--- src/shared/neclr_pkg.sv ---
// package: constants and carrier types of the nand ecc error locator registers
package neclr_pkg;

  localparam int ADDR_W = 8;
  localparam int DATA_W = 32;
  localparam int PAGE_BYTE_W = 12;
  localparam int SECT_IDX_W = 4;
  localparam int NUM_SECT = 16;
  localparam int NUM_SECT_512 = 8;
  localparam int PARITY_W = 12;
  localparam int WORD_W = 9;
  localparam int BIT_W = 3;

  // byte addresses of the register words
  localparam logic [ADDR_W-1:0] RESULT_BASE = 8'h00;
  localparam logic [ADDR_W-1:0] CTRL_ADDR = 8'h40;
  localparam logic [ADDR_W-1:0] MULTI_ADDR = 8'h44;
  localparam logic [ADDR_W-1:0] SINGLE_ADDR = 8'h48;

  // result word layout
  localparam int BIT_LSB = 0;
  localparam int WORD_LSB = 3;
  localparam int PARITY_LSB = 12;
  localparam int WORD_MSB_256 = 10;
  localparam int PARITY_MSB_256 = 22;

  // page byte address slices for sector selection
  localparam int SECT_LSB_256 = 8;
  localparam int SECT_LSB_512 = 9;

  // control register fields
  localparam int CTRL_MODE_BIT = 0;

  // values after reset
  localparam logic CTRL_MODE_RST = 1'b0;
  localparam logic [DATA_W-1:0] RD_DATA_RST = 32'h0000_0000;
  localparam logic [PARITY_W-1:0] PARITY_RST = 12'h000;
  localparam logic [WORD_W-1:0] WORD_RST = 9'h000;
  localparam logic [BIT_W-1:0] BIT_RST = 3'h0;

  // sector code size: one code per 512 bytes or per 256 bytes
  typedef enum logic {
    NECLR_MODE_512 = 1'b0,
    NECLR_MODE_256 = 1'b1
  } neclr_mode_t;

  // one sector result as delivered by the parity engine at page read end
  typedef struct packed {
    logic                   valid;
    logic [SECT_IDX_W-1:0]  sector;
    logic [PARITY_W-1:0]    sector_parity_word;
    logic                   single_err;
    logic                   multi_err;
    logic [PAGE_BYTE_W-1:0] err_page_byte;
    logic [BIT_W-1:0]       error_bit_offset;
  } neclr_report_t;

  // register bus request
  typedef struct packed {
    logic              wr;
    logic              rd;
    logic [ADDR_W-1:0] addr;
    logic [DATA_W-1:0] wdata;
  } neclr_bus_t;

  // stored per-sector entry
  typedef struct packed {
    logic [PARITY_W-1:0] sector_parity_word;
    logic [WORD_W-1:0]   error_byte_index;
    logic [BIT_W-1:0]    error_bit_offset;
  } neclr_entry_t;

endpackage

--- src/rtl/neclr_regs.sv ---
// nand ecc error locator: per-sector result registers on a plain register port
//
// Decided for this implementation: the plain strobed port and the register addresses.
`timescale 1ns/1ns
`default_nettype none

module neclr_regs (
  input  wire logic                   clk,
  input  wire logic                   sys_rst,
  input  wire neclr_pkg::neclr_bus_t  bus,
  input  wire logic                   page_start,
  input  wire neclr_pkg::neclr_report_t report,
  output logic [neclr_pkg::DATA_W-1:0] rd_data
);

  //////////////////////////////////////////////////////////////////////////////
  // control register

  neclr_pkg::neclr_mode_t mode;
  neclr_pkg::neclr_mode_t next_mode;

  logic ctrl_hit;
  logic multi_hit;
  logic single_hit;
  logic result_hit;
  logic [neclr_pkg::SECT_IDX_W-1:0] rd_idx;

  always_comb begin
    ctrl_hit   = (bus.addr == neclr_pkg::CTRL_ADDR);
    multi_hit  = (bus.addr == neclr_pkg::MULTI_ADDR);
    single_hit = (bus.addr == neclr_pkg::SINGLE_ADDR);
    result_hit = (bus.addr[neclr_pkg::ADDR_W-1:6] == neclr_pkg::RESULT_BASE[neclr_pkg::ADDR_W-1:6])
                 && (bus.addr[1:0] == 2'h0);
    rd_idx     = bus.addr[5:2];
  end

  always_comb begin
    next_mode = mode;
    if (bus.wr && ctrl_hit) begin
      next_mode = neclr_pkg::neclr_mode_t'(bus.wdata[neclr_pkg::CTRL_MODE_BIT]);
    end
  end

  always_ff @(posedge clk or posedge sys_rst) begin
    if (sys_rst) begin
      mode <= neclr_pkg::neclr_mode_t'(neclr_pkg::CTRL_MODE_RST);
    end else begin
      mode <= next_mode;
    end
  end

  //////////////////////////////////////////////////////////////////////////////
  // target sector of an incoming report

  logic [neclr_pkg::SECT_IDX_W-1:0] tgt_sect;
  logic [neclr_pkg::WORD_W-1:0]     tgt_word;

  always_comb begin
    tgt_sect = report.sector;
    tgt_word = neclr_pkg::WORD_RST;
    if (report.single_err) begin
      if (mode == neclr_pkg::NECLR_MODE_256) begin
        // byte 256n..256n+255 lands in entry n
        tgt_sect = report.err_page_byte[neclr_pkg::PAGE_BYTE_W-1:neclr_pkg::SECT_LSB_256];
        tgt_word = {1'b0, report.err_page_byte[neclr_pkg::SECT_LSB_256-1:0]};
      end else begin
        // top 512-byte slices 3072-3583 and 3584-4095 reach entries 6 and 7
        tgt_sect = {1'b0,
          report.err_page_byte[neclr_pkg::PAGE_BYTE_W-1:neclr_pkg::SECT_LSB_512]};
        tgt_word = report.err_page_byte[neclr_pkg::SECT_LSB_512-1:0];
      end
    end
  end

  //////////////////////////////////////////////////////////////////////////////
  // per-sector storage

  neclr_pkg::neclr_entry_t entry      [neclr_pkg::NUM_SECT];
  neclr_pkg::neclr_entry_t next_entry [neclr_pkg::NUM_SECT];
  logic [neclr_pkg::NUM_SECT-1:0] multi_flag;
  logic [neclr_pkg::NUM_SECT-1:0] next_multi_flag;
  logic [neclr_pkg::NUM_SECT-1:0] single_flag;
  logic [neclr_pkg::NUM_SECT-1:0] next_single_flag;

  genvar g;
  generate
    for (g = 0; g < neclr_pkg::NUM_SECT; g++) begin : g_sect
      logic load;

      always_comb begin
        load                = report.valid && (tgt_sect == neclr_pkg::SECT_IDX_W'(g));
        next_entry[g]       = entry[g];
        next_multi_flag[g]  = multi_flag[g];
        next_single_flag[g] = single_flag[g];
        // a new page clears flags; a report in the same cycle still wins
        if (page_start) begin
          next_multi_flag[g]  = 1'b0;
          next_single_flag[g] = 1'b0;
        end
        if (load) begin
          next_entry[g].sector_parity_word = report.sector_parity_word;
          if (report.single_err && !report.multi_err) begin
            next_entry[g].error_byte_index = tgt_word;
            next_entry[g].error_bit_offset = report.error_bit_offset;
            next_single_flag[g]            = 1'b1;
          end else if (report.multi_err) begin
            // location fields left as they were: reader must not trust them
            next_multi_flag[g] = 1'b1;
          end else begin
            next_entry[g].error_byte_index = neclr_pkg::WORD_RST;
            next_entry[g].error_bit_offset = neclr_pkg::BIT_RST;
          end
        end
      end

      always_ff @(posedge clk or posedge sys_rst) begin
        if (sys_rst) begin
          entry[g]       <= '{neclr_pkg::PARITY_RST, neclr_pkg::WORD_RST,
                              neclr_pkg::BIT_RST};
          multi_flag[g]  <= 1'b0;
          single_flag[g] <= 1'b0;
        end else begin
          entry[g]       <= next_entry[g];
          multi_flag[g]  <= next_multi_flag[g];
          single_flag[g] <= next_single_flag[g];
        end
      end
    end
  endgenerate

  //////////////////////////////////////////////////////////////////////////////
  // read path; writes to result words are dropped

  logic [neclr_pkg::DATA_W-1:0] next_rd_data;
  neclr_pkg::neclr_entry_t      sel;

  always_comb begin
    sel          = entry[rd_idx];
    next_rd_data = neclr_pkg::RD_DATA_RST;
    if (bus.rd) begin
      if (ctrl_hit) begin
        next_rd_data[neclr_pkg::CTRL_MODE_BIT] = mode;
      end else if (multi_hit) begin
        next_rd_data[neclr_pkg::NUM_SECT-1:0] = multi_flag;
      end else if (single_hit) begin
        next_rd_data[neclr_pkg::NUM_SECT-1:0] = single_flag;
      end else if (result_hit) begin
        if (mode == neclr_pkg::NECLR_MODE_256) begin
          // bits 23 and 11 stay zero in this layout
          next_rd_data[neclr_pkg::PARITY_MSB_256:neclr_pkg::PARITY_LSB] =
            sel.sector_parity_word[neclr_pkg::PARITY_MSB_256-neclr_pkg::PARITY_LSB:0];
          next_rd_data[neclr_pkg::WORD_MSB_256:neclr_pkg::WORD_LSB] =
            sel.error_byte_index[neclr_pkg::WORD_MSB_256-neclr_pkg::WORD_LSB:0];
          next_rd_data[neclr_pkg::WORD_LSB-1:neclr_pkg::BIT_LSB] =
            sel.error_bit_offset;
        end else if (rd_idx < neclr_pkg::SECT_IDX_W'(neclr_pkg::NUM_SECT_512)) begin
          next_rd_data[neclr_pkg::PARITY_LSB+neclr_pkg::PARITY_W-1:neclr_pkg::PARITY_LSB] =
            sel.sector_parity_word;
          next_rd_data[neclr_pkg::WORD_LSB+neclr_pkg::WORD_W-1:neclr_pkg::WORD_LSB] =
            sel.error_byte_index;
          next_rd_data[neclr_pkg::WORD_LSB-1:neclr_pkg::BIT_LSB] = sel.error_bit_offset;
        end
      end
    end
  end

  always_ff @(posedge clk or posedge sys_rst) begin
    if (sys_rst) begin
      rd_data <= neclr_pkg::RD_DATA_RST;
    end else begin
      rd_data <= next_rd_data;
    end
  end

endmodule

`default_nettype wire

--- config.mk ---
export PLATFORM = sky130hd
export DESIGN_NAME = neclr_regs
export DESIGN_NICKNAME = d
export VERILOG_FILES = /design/src/shared/neclr_pkg.sv /design/src/rtl/neclr_regs.sv
export SDC_FILE = /design/constraint.sdc
export NUM_CORES = 1
export LEC_CHECK = 0
export ABC_AREA = 1
export ABC_CLOCK_PERIOD_IN_PS = 29800
export BUFFER_PORTS_ARGS = -buffer_cell sky130_fd_sc_hd__buf_2
export CAP_MARGIN = 10
export CORE_MARGIN = 10
export CORE_UTILIZATION = 40
export CTS_CLUSTER_SIZE = 30
export DETAILED_ROUTE_END_ITERATION = 8
export PLACE_DENSITY = 0.55
export SLEW_MARGIN = 20
export SYNTH_ARGS = -nofsm -noshare
export SYNTH_HDL_FRONTEND = slang
export SYNTH_SLANG_ARGS = --single-unit
--- constraint.sdc ---
create_clock -name clk -period 29.8 [get_ports clk]
set_input_delay 4.47 -clock clk [delete_from_list [all_inputs] [get_ports clk]]
set_output_delay 4.47 -clock clk [all_outputs]
set_load 0.01 [all_outputs]
# Word level (Yosys, flattened, before mapping)
# Cells that the tools add are included.
# word_totals
regBits	441
latch_bits	0
mem_bits_rw	0
romBits	0
input_bits	79
out_inout_bits	32
elab_cells	277
n_memories	0
# op_classes
n_addsub	0
multipliers	0
div	0
order_cmp	2
n_eq_ne	19
shifts	0
mux	134
n_bitwise	1
reduce_logical	39
# ops
cell	count
$mux W24	5
$mux W1	115
$bmux W24 S4	1
$eq A4 B4 Y1 const B	8
$mux W16	2
$reduce_and A2 Y1	16
$eq A8 B7 Y1 const B	3
$mux W12	2
$mux W23	1
$mux W11	2
$logic_and A1 B1 Y1	19
$mux W9	2
$eq A4 B3 Y1 const B	4
$mux W8	2
$eq A4 B2 Y1 const B	2
$mux W4	2
$ge A5 B5 Y1 const B	1
$not A4 Y5	1
$eq A4 B1 Y1 const B	1
$logic_not A2 Y1	2
$logic_not A4 Y1	1
$lt A4 B4 Y1 const B	1
$ne A2 B1 Y1 const B	1
$logic_not A1 Y1	1

# Logic depth before layout (Yosys ltp)
# Gate-level depths: netlist of run 1.
# depth
ltp_word	11
mapped_depth	13
depth_no_buf	11

# Worst setup path after synthesis of run 1
# OpenSTA, ideal clock, no wires.
# synth_timing
kind	input port to flip-flop
startpoint	input port bus[36] (netlist name)
endpoint	register rd_data[1] (netlist name)
setup_ps	77
arrival_ps	5678
slack_ps	24044
stages	9
n_path_buf	2
path_cell_list	buf_2 > nor2_2 > nand2_1 > nor2_1 > nand3_1 > clkbuf_1 > o21ai_0 > inv_1 > a21oi_1
# synth_via
elab_chain_len	11
elab_cells_between_ends	15
classes_between	1 x order compare; 3 x eq/ne; 10 x mux; 1 x bitwise
# synth_lines
element	line	rtl
start: declaration	neclr_regs.sv:10	input wire neclr_pkg::neclr_bus_t bus,
$not A4 Y5 (not written as such)	neclr_regs.sv:138	sel = entry[rd_idx];
$bmux W24 S4	neclr_regs.sv:138	
$mux W24 (not written as such) (2 in series)	neclr_regs.sv:138	
$mux W24	neclr_regs.sv:156	end else if (rd_idx < neclr_pkg::SECT_IDX_W'(neclr_pkg::NUM_SECT_512)) begin
$mux W11	neclr_regs.sv:148	if (mode == neclr_pkg::NECLR_MODE_256) begin
$mux W24	neclr_regs.sv:147	end else if (result_hit) begin
$mux W16	neclr_regs.sv:145	end else if (single_hit) begin
$mux W16	neclr_regs.sv:143	end else if (multi_hit) begin
$mux W23 (*)	neclr_regs.sv:141	if (ctrl_hit) begin
$mux W24 (*)	neclr_regs.sv:140	if (bus.rd) begin
via next_rd_data, one bit	neclr_regs.sv:134	logic [neclr_pkg::DATA_W-1:0] next_rd_data;
end signal: assignment	neclr_regs.sv:169	rd_data <= neclr_pkg::RD_DATA_RST;
end signal: assignment	neclr_regs.sv:171	rd_data <= next_rd_data;
end: declaration	neclr_regs.sv:13	output logic [neclr_pkg::DATA_W-1:0] rd_data
# Mark *: on every way through the listed nets, which the timed path passes. The rest lies on a longest branch. The select of a mux whose other input is x is not followed.
# A chain may end at the register's enable or synchronous reset.

# Worst setup path after layout of run 1
# layout_timing
startpoint	input port bus[34] (netlist name)
endpoint	register rd_data[1] (netlist name)
# The elaborated chain is that of the path after synthesis.

==> results_dict.tcl, run 1 <==
set metrics [dict create \
    grt_max_degree 167 \
    crit_path_start_kind "primary input" \
    wl_microns 63410 \
    cpMaxStageDelayCell "nand3_1" \
    drt-vias-per-instance 5.120 \
    hp-start "entry[201]" \
    synth.top_cell.area_share 0.5282 \
    critPathMaxStageDelay_ns 0.69 \
    slew_headroom 0.2670 \
    synth_most_common_cell "nand2_1" \
    holdBufCountCts 0 \
    grt_pass1_vias 16800 \
    crit_arrival_ns 8.01 \
    die_h_microns 244.4 \
    die_x_microns 244.4 \
    synth_common_cells "nand2_1, dfrtp_1, o21ai_0" \
    post-route-min-period_ns 7.543 \
    postCtsSetupRepairBufs 0 \
    ys_seq_elements 425 \
    fmax_mhz 132.6 \
    tritoncts "done" \
    grt-ovfl-total 0 \
    grt_antenna_before_repair 3 \
    synth_edf_count 0 \
    cap_violations 0 \
    hpwl_microns 38870 \
    synth_warnings 0 \
    rsz0062_at_grt "false" \
    synthCells 2662 \
    routed-via-count 17160 \
    synth_area_leaders "dfrtp_1, nand2_1, o21ai_0" \
    powerDensity_nw_per_um2 69.50 \
    syn_area_sq_um 20130 \
    async_reset_ff_frac 1.000 \
    synth_flop_cell "dfrtp_1" \
    cp_num_buf_inv 5 \
    worstSetupPathType "in -> reg" \
    start_util 0.4030 \
    grt_pass1_wl_microns 100200 \
    gp_congestion 0.8323 \
    clock_latency_ns 0.61 \
    critPathRequiredTime_ns 30.26 \
    final_max_slew_viol_count 0 \
    ir_worst_vdd_uv 42.39 \
    post-route-drc-count 0 \
    drtIter0Drc 1649 \
    ys_seq_area_frac 0.5282 \
    ios 111 \
    min_path_type "reg -> reg" \
    ant_nets 0 \
    finalClockSkew_ns 0.02205 \
    area_growth_pct 11.34 \
    portBuffers 71 \
    ys_types 30 \
    setup_viol 0 \
    final_nets 2722 \
    cp_cell_sequence "buf_4, inv_4, buf_4, buf_4, nand3_1, o21ai_0, inv_1, a21oi_1" \
    endpoint_kind "register" \
    cts_sinks 425 \
    place_ws_ns 21.73 \
    cts_max_level 2 \
    worstMarginPinSlew_ns 1.096 \
    hold_viol_final 0 \
    critPathLaunch "bus[34]" \
    coreArea_sq_um 49970 \
    numCtsBuffers 48 \
    leakage_nw 11.36 \
    crit_path_frequent_cell "buf_4" \
    avgRoutedWirePerCell_microns 18.92 \
    clockBufferDepth 3 \
    layout_worst_path_cycle_share 0.2531 \
    status "finished, final reports clean" \
    cpLargestDelayFamily "buffers and inverters" \
    drive_gt1_frac 0.08103 \
    yosys.area.top_type "dfrtp_1" \
    first_pass_iters 6 \
    synth_area_per_cell_sq_um 7.564 \
    clockRootBuffer "clkbuf_16" \
    clk_pin_slew_ns 0.06 \
    fin_ws_ns 22.26 \
    r2r_start "mode" \
    die-area_sq_um 59710 \
    track_usage 0.2128 \
    tns_ns 0 \
    p_total_mw 1.558 \
    cts_resized 0 \
    rows 82 \
    cp_max_fo 59 \
]
==> flip-flops by register name, indices dropped and copies added (netlist names) <==
name and count:
single_flag 16, multi_flag 16, entry 368, mode 1, rd_data 24
==> layout make-up <==
cell class | instances | area [sq um]
fill | 5081 | 27550
clock inverter | 11 | 137.6
timing repair buffer | 91 | 520.5
inverter | 251 | 952.2
multi-input combinational | 1826 | 7849
sequential | 425 | 10640
clock buffer | 74 | 1480
tap | 672 | 840.8
antenna | 1 | 2.502
==> final timing paths <==
check	endpoint	slack, ns	depth (start not counted)
worst max-delay path	rd_data[1]	22.26	8
worst min-delay path	entry[201]	0.47	2
worst max register to register	entry[126]	26.63	10
worst min register to register	entry[201]	0.47	2
max in group asynchronous	multi_flag[4]	24.17	3
min in group asynchronous	entry[103]	4.07	2
==> power by group <==
group	internal, mW	switching, mW	leakage (nW)
registers	0.678	0.0486	5.61
logic	0.0751	0.145	4.94
clock network	0.366	0.245	0.804
total	1.12	0.439	11.4
==> placed cells by master, fill, tap and decap left out, types with 2 or more instances in the layout <==
cell type  netlist  final
nor3_1           9      9
conb_1           1      8
nand2_2          3      3
nand4_1          9      9
a31oi_1          3      3
o22ai_1         13     13
bufinv_16        0      3
clkinv_2         0      6
nand2_1       1109   1109
nand3_2          1      3
o211ai_1         7      7
clkbuf_16        0     49
inv_6            0      2
dfrtp_1        425    425
buf_4           14     20
o21ai_2          6      6
o21ai_1         14     14
inv_1          234    232
inv_2           15     16
clkbuf_8         0     16
nor2_2          10      9
nor2_1          59     57
nand3_1        188    186
nor2_4           6      9
clkbuf_1        86      9
buf_2           45     70
o21ai_0        331    331
a21oi_1         47     47
==> layer usage <==
layer / global-route usage / wire length [microns] / up-vias
li1: - / - / 8270
met1: 0.3107 / 30320 / 8282
met2: 0.3181 / 27520 / 513
met3: 0.03935 / 4272 / 88
met4: 0.05662 / 1272 / 4
met5: 0 / 22 / -
==> logic make-up after synthesis <==
logic type / Yosys count / synth area share
buffers and inverters: 418 / 0.08476
AND/OR/NAND/NOR: 1397 / 0.2792
other: 1 / 0.0001862
flip-flops: 425 / 0.5282
AO/OA/AOI/OAI: 421 / 0.1076
==> tightest hold or removal path: stages, from the launching register on <==
cell     delay, ns
dfrtp_1       0.34
nand2_1       0.05
nand2_1       0.05
==> through the flow <==
step / hold slack (ns) / utilization / cells / instance area, sq um
after floorplan: 0.4366 / - / 2669 / 20160
after global placement: 0.4524 / 0.4161 / 3265 / 20790
after detailed placement: 0.4582 / 0.4161 / 3265 / 20790
after CTS: 0.4720 / 0.4485 / 3350 / 22410
after global routing: 0.4874 / 0.4486 / 3350 / 22420
final: 0.4677 / 0.4487 / 3351 / 22420
(Power assumes the default switching activity.)
==> inputs of run 2 (changes only) <==
--- a/config.mk
+++ b/config.mk
@@ -5,15 +5,15 @@
 export SDC_FILE = /design/constraint.sdc
 export NUM_CORES = 1
 export LEC_CHECK = 0
-export ABC_AREA = 1
-export ABC_CLOCK_PERIOD_IN_PS = 29800
+export ABC_AREA = 0
+export ABC_CLOCK_PERIOD_IN_PS = 6500
 export BUFFER_PORTS_ARGS = -buffer_cell sky130_fd_sc_hd__buf_2
 export CAP_MARGIN = 10
 export CORE_MARGIN = 10
 export CORE_UTILIZATION = 40
 export CTS_CLUSTER_SIZE = 30
 export DETAILED_ROUTE_END_ITERATION = 8
-export PLACE_DENSITY = 0.55
+export PLACE_DENSITY = 0.57
 export SLEW_MARGIN = 20
 export SYNTH_ARGS = -nofsm -noshare
 export SYNTH_HDL_FRONTEND = slang
==> constraint.sdc (replaced) <==
create_clock -name clk -period 6.5 [get_ports clk]
set_input_delay 0.975 -clock clk [delete_from_list [all_inputs] [get_ports clk]]
set_output_delay 0.975 -clock clk [all_outputs]
set_load 0.01 [all_outputs]
==> run 2 against run 1 <==
Sequential share of layout area up 1.4 points. Combinational power rose to 4.6 times the previous value. Worst hold slack worse by 0.023 ns. Synthesized cell count down 53%. First-iteration DRC count down 58%. Non-clock buffer count up 4. Routed wire length down 21%. Die area down 3.4%. Flip-flop and latch count unchanged.
==> results_dict.tcl, run 2 <==
set metrics [dict create \
    routed-via-count 11150 \
    synth_warnings 0 \
    clock_latency_ns 0.58 \
    m1WireLength_microns 21250 \
    synth_edf_count 0 \
    final_cell_mix "dfrtp_1, mux2_2, mux4_2" \
    place_area_sq_um 20180 \
    yosys.area.top_type "dfrtp_1" \
    cts_resized 0 \
    fillers 4235 \
    tritoncts "done" \
    crit_arrival_ns 4.26 \
    start_util 0.4052 \
    largest_reg_flops 368 \
    cts_sinks 425 \
    ys_types 55 \
    p_total_mw 7.037 \
    async_reset_ff_frac 1.000 \
    grt_pass1_wl_microns 76330 \
    critPathMaxStageDelay_ns 0.91 \
    top_layer "met5" \
    setup.worst_path.end "entry[184]" \
    wl_microns 49890 \
    holdBufCountCts 0 \
    hpwl_microns 29880 \
    multiInputGateArea_sq_um 8187 \
    ant_nets 0 \
    postCtsSetupRepairBufs 0 \
    ios 111 \
    worstReg2RegEnd "entry[253]" \
    ys_seq_elements 425 \
    synth_common_cells "dfrtp_1, mux2_2, mux4_2" \
    slew_headroom 0.3171 \
    regArea_sq_um 10640 \
    ir_worst_vdd_uv 198.1 \
    area_growth_pct 12.34 \
    synthCells 1249 \
    status "finished, final reports clean" \
    worstSetupPathType "in -> reg" \
    numCtsBuffers 47 \
    wl_met2_microns 24980 \
    cts_max_level 2 \
    cp_cell_sequence "buf_2, inv_1, o31ai_2, nand4_1, mux2_2" \
    grt_max_degree 128 \
    finalClockSkew_ns 0.01447 \
    rsz0062_at_grt "false" \
    critPathRequiredTime_ns 6.95 \
    clk_pin_slew_ns 0.06 \
    r2r_cells 5 \
    leakage_nw 9.722 \
    final_nets 1357 \
    synth.top_cell.area_share 0.5485 \
    powerDensity_nw_per_um2 323.1 \
    synth_most_common_cell "dfrtp_1" \
    fin_ws_ns 2.682 \
    post-route-drc-count 0 \
    avgRoutedWirePerCell_microns 25.86 \
    top_register "entry" \
    stdcell_count 1929 \
    track_usage 0.1767 \
    post-route-min-period_ns 3.818 \
    die_x_microns 240.2 \
    drtIter0Drc 699 \
    place_ws_ns 2.118 \
    endpoint_kind "register" \
    synth_area_leaders "dfrtp_1, mux2_2, mux4_2" \
    layout_commonest_cell "dfrtp_1" \
    syn_area_sq_um 19390 \
    layout_worst_path_cycle_share 0.5874 \
    hold_viol_final 0 \
    worstMarginPinSlew_ns 1.021 \
    coreArea_sq_um 47850 \
    critPathLaunch "report[16]" \
    r2r_setup_slack_ns 2.90 \
    clockRootBuffer "clkbuf_16" \
    crit_path_start_kind "primary input" \
    final_max_slew_viol_count 0 \
    first_pass_iters 5 \
    ys_seq_area_frac 0.5485 \
    cp_max_fo 34 \
    synth_flop_cell "dfrtp_1" \
    grt_pass1_vias 12090 \
    grt_antenna_before_repair 2 \
    setup_viol 0 \
    portBuffers 71 \
    clockBufferDepth 3 \
    die-area_sq_um 57680 \
    gp_congestion 0.8011 \
    r2r_start "mode" \
    cap_violations 0 \
    drive_gt1_frac 0.4802 \
    synth_area_per_cell_sq_um 15.52 \
    grt-ovfl-total 0 \
    drt-vias-per-instance 5.778 \
    design_area_sq_um 21780 \
    min_path_type "in -> async" \
    dpl.cell_count 1843 \
    rows 80 \
    met3_length_microns 2029 \
    top_regs "entry x368, rd_data x24" \
    fmax_mhz 261.9 \
    cpMaxStageDelayCell "nand4_1" \
    die_h_microns 240.2 \
]
## run 2: changes by cell type in the layout (fill, tap and decap cells not counted), sizes merged, moves of 11 or more
cell,previous run,this run
a22oi,0,15
mux2,0,340
nor2,75,5
o221ai,0,14
mux4,0,92
a32o,0,33
inv,252,3
o21ai,351,1
a21oi,47,7
nand3,190,12
o2bb2ai,0,35
mux2i,0,35
nand2,1113,30
and2,0,11
## run 2: worst min path at each step
| stage | slack [ns] | cells after the start | end |
|---|---|---|---|
| after floorplan | 0.45 | 1 | entry[216] |
| after global placement | 0.47 | 1 | entry[243] |
| after detailed placement | 0.47 | 1 | entry[220] |
| after CTS | 0.44 | 2 | entry[284] |
| after global routing | 0.47 | 2 | entry[213] |
| final | 0.44 | 2 | entry[284] |
## run 2: area by class of cell
type,count,area share
Sequential cell,425,0.4883
Timing Repair Buffer,95,0.02723
Antenna cell,2,0.0002298
Inverter,5,0.001034
Clock buffer,74,0.06657
Tap cell,615,0.03533
Clock inverter,9,0.005514
Multi-Input combinational cell,704,0.3758
## run 2: per-stage QoR
step	hold slack [ns]	TNS, ns	util
floorplan	0.4509	-89.44	-
global placement	0.4695	0	0.4218
detailed placement	0.4711	0	0.4218
CTS	0.4448	0	0.4546
global route	0.4689	0	0.4552
finish	0.4449	0	0.4553
## run 2: per-layer routing
layer | up-vias | track usage
li1 | 4810 | -
met1 | 6004 | 0.2228
met2 | 228 | 0.3002
met4 | 2 | 0.06557
met5 | - | 0
met3 | 101 | 0.02965
## run 2: report_power, final
part / leakage [nW] / internal, mW / switching, mW / total [mW]
clock network: 0.777 / 1.64 / 1.07 / 2.71
logic: 3.40 / 0.611 / 0.395 / 1.01
registers: 5.55 / 3.11 / 0.216 / 3.33
total: 9.72 / 5.36 / 1.68 / 7.04
## run 2: critical path, delay by kind of cell
kind                   cells  cell delay, ns
AOI/OAI and AO/OA          1            0.66
muxes                      1            0.59
buffers and inverters      2            1.10
and+or+nand+nor            1            0.91
## run 2: kinds of logic after synthesis
group,synth area share
multiplexers,0.3232
flip-flops,0.5485
AO/OA/AOI/OAI,0.06544
buffers and inverters,0.03330
AND/OR/NAND/NOR,0.02930
other,0.0001934
==> inputs of run 3 (changes only) <==
--- a/config.mk
+++ b/config.mk
@@ -6,14 +6,14 @@
 export NUM_CORES = 1
 export LEC_CHECK = 0
 export ABC_AREA = 0
-export ABC_CLOCK_PERIOD_IN_PS = 6500
+export ABC_CLOCK_PERIOD_IN_PS = 3600
 export BUFFER_PORTS_ARGS = -buffer_cell sky130_fd_sc_hd__buf_2
 export CAP_MARGIN = 10
 export CORE_MARGIN = 10
 export CORE_UTILIZATION = 40
 export CTS_CLUSTER_SIZE = 30
 export DETAILED_ROUTE_END_ITERATION = 8
-export PLACE_DENSITY = 0.57
+export PLACE_DENSITY = 0.55
 export SLEW_MARGIN = 20
 export SYNTH_ARGS = -nofsm -noshare
 export SYNTH_HDL_FRONTEND = slang
==> constraint.sdc (replaced) <==
create_clock -name clk -period 3.6 [get_ports clk]
set_input_delay 0.54 -clock clk [delete_from_list [all_inputs] [get_ports clk]]
set_output_delay 0.54 -clock clk [all_outputs]
set_load 0.01 [all_outputs]
==> run 3 against run 2 <==
Register-to-register slack got worse by 1.9 ns. Global-route usage increased by 0.27 points. Final cell count increased by 1.8%.
==> results_dict.tcl, run 3 (synthesis results as in run 2) <==
set metrics [dict create \
    fin_ws_ns 0.9593 \
    slew_headroom 0.2531 \
    die_h_microns 240.2 \
    holdBufCountCts 0 \
    powerDensity_nw_per_um2 567.9 \
    hold_viol_final 0 \
    grt_pass1_vias 12090 \
    first_pass_iters 5 \
    clock_latency_ns 0.58 \
    post-route-min-period_ns 2.641 \
    diodes 0 \
    final_max_slew_viol_count 0 \
    cts_max_level 2 \
    finalClockSkew_ns 0.01179 \
    numCtsBuffers 46 \
    final_util 0.4610 \
    tns_ns 0 \
    drt-vias-per-instance 5.745 \
    worstMarginPinSlew_ns 1.119 \
    leakage_nw 9.893 \
    switching_power_mw 3.014 \
    min_path_type "in -> async" \
    rows 80 \
    critPathRequiredTime_ns 4.05 \
    r2r_setup_slack_ns 0.96 \
    post-route-drc-count 0 \
    die_x_microns 240.2 \
    postCtsSetupRepairBufs 0 \
    seqPwrFrac 0.479 \
    layout_commonest_cell "dfrtp_1" \
    largest_reg_flops 368 \
    cts_resized 0 \
    portBuffers 71 \
    routed-via-count 11280 \
    setup_viol 0 \
    clkPwrFrac 0.373 \
    avgRoutedWirePerCell_microns 25.89 \
    hpwl_microns 31590 \
    grt_pass1_wl_microns 77560 \
    grt-ovfl-total 0 \
    ios 111 \
    fmax_mhz 378.7 \
    final_cell_mix "dfrtp_1, mux2_2, mux4_2" \
    crit_arrival_ns 3.09 \
    place_ws_ns 0.7560 \
    clk_pin_slew_ns 0.06 \
    worstSetupPathType "reg -> reg" \
    track_usage 0.1794 \
    r2r_cells 6 \
    power.share.combinational 0.148 \
    top_regs "entry x368, rd_data x24" \
    r2r_start "mode" \
    final_nets 1394 \
    grt_max_degree 98 \
    die-area_sq_um 57680 \
    status "finished, final reports clean" \
    rsz0062_at_grt "false" \
    worstReg2RegEnd "entry[180]" \
    cap_violations 0 \
    grt_antenna_before_repair 0 \
    p_sw_frac 0.2406 \
    ir_worst_vdd_uv 386.5 \
    start_util 0.4052 \
    crit_path_start_kind "register" \
    cts_sinks 425 \
    place_area_sq_um 20560 \
    whs_ns 0.08872 \
    design_area_sq_um 22060 \
    dpl.cell_count 1882 \
    layout_worst_path_cycle_share 0.7335 \
    drtIter0Drc 638 \
    cp_max_fo 13 \
    top_register "entry" \
    p_int_mw 9.511 \
    gp_congestion 0.7617 \
    clockBufferDepth 3 \
    drive_gt1_frac 0.4930 \
    stdcell_count 1964 \
    ant_nets 0 \
    tritoncts "done" \
    endpoint_kind "register" \
    area_growth_pct 13.76 \
    clockRootBuffer "clkbuf_16" \
    wl_microns 50850 \
    p_total_mw 12.53 \
    coreArea_sq_um 47850 \
]
-- run 3: critical path, cell delays in order (launching register included) --
cell	delay (ns)
dfrtp_1	0.40
buf_4	0.28
mux2_4	0.37
a21oi_4	0.39
nand4_1	0.40
buf_4	0.36
mux2_2	0.29
-- run 3: cell type report --
type / count / area, sq um
clock buffers: 72 / 1423
clock inverters: 10 / 77.57
fillers: 4304 / 25790
inverters: 5 / 22.52
multi-input cells: 704 / 8177
flip-flops and latches: 425 / 10640
well taps: 615 / 769.5
repair buffers: 133 / 953.4
-- run 3: layer usage --
metal	vias up	routed length [microns]	global-route usage
li1	4886	-	-
met1	6123	21690	0.2239
met2	199	25950	0.3120
met3	75	1884	0.03103
met4	0	1329	0.05502
met5	-	0	0
-- run 3: power groups by stage --
stage	clock, mW	combinational (mW)	sequential [mW]
finish	4.68	1.85	6.00
global route	5.00	2.02	6.10
CTS	4.80	1.89	6.00
detailed placement	0	1.88	6.08
global placement	0	1.83	6.04
floorplan	0	1.52	5.96
-- run 3: how the worst max path moves through the flow --
stage,from,to,cells past startpoint
finish,mode,entry[180],6
global route,mode,entry[161],5
floorplan,sys_rst,entry[0],1
detailed placement,report[16],entry[164],6
global placement,report[16],entry[164],6
CTS,mode,entry[180],6
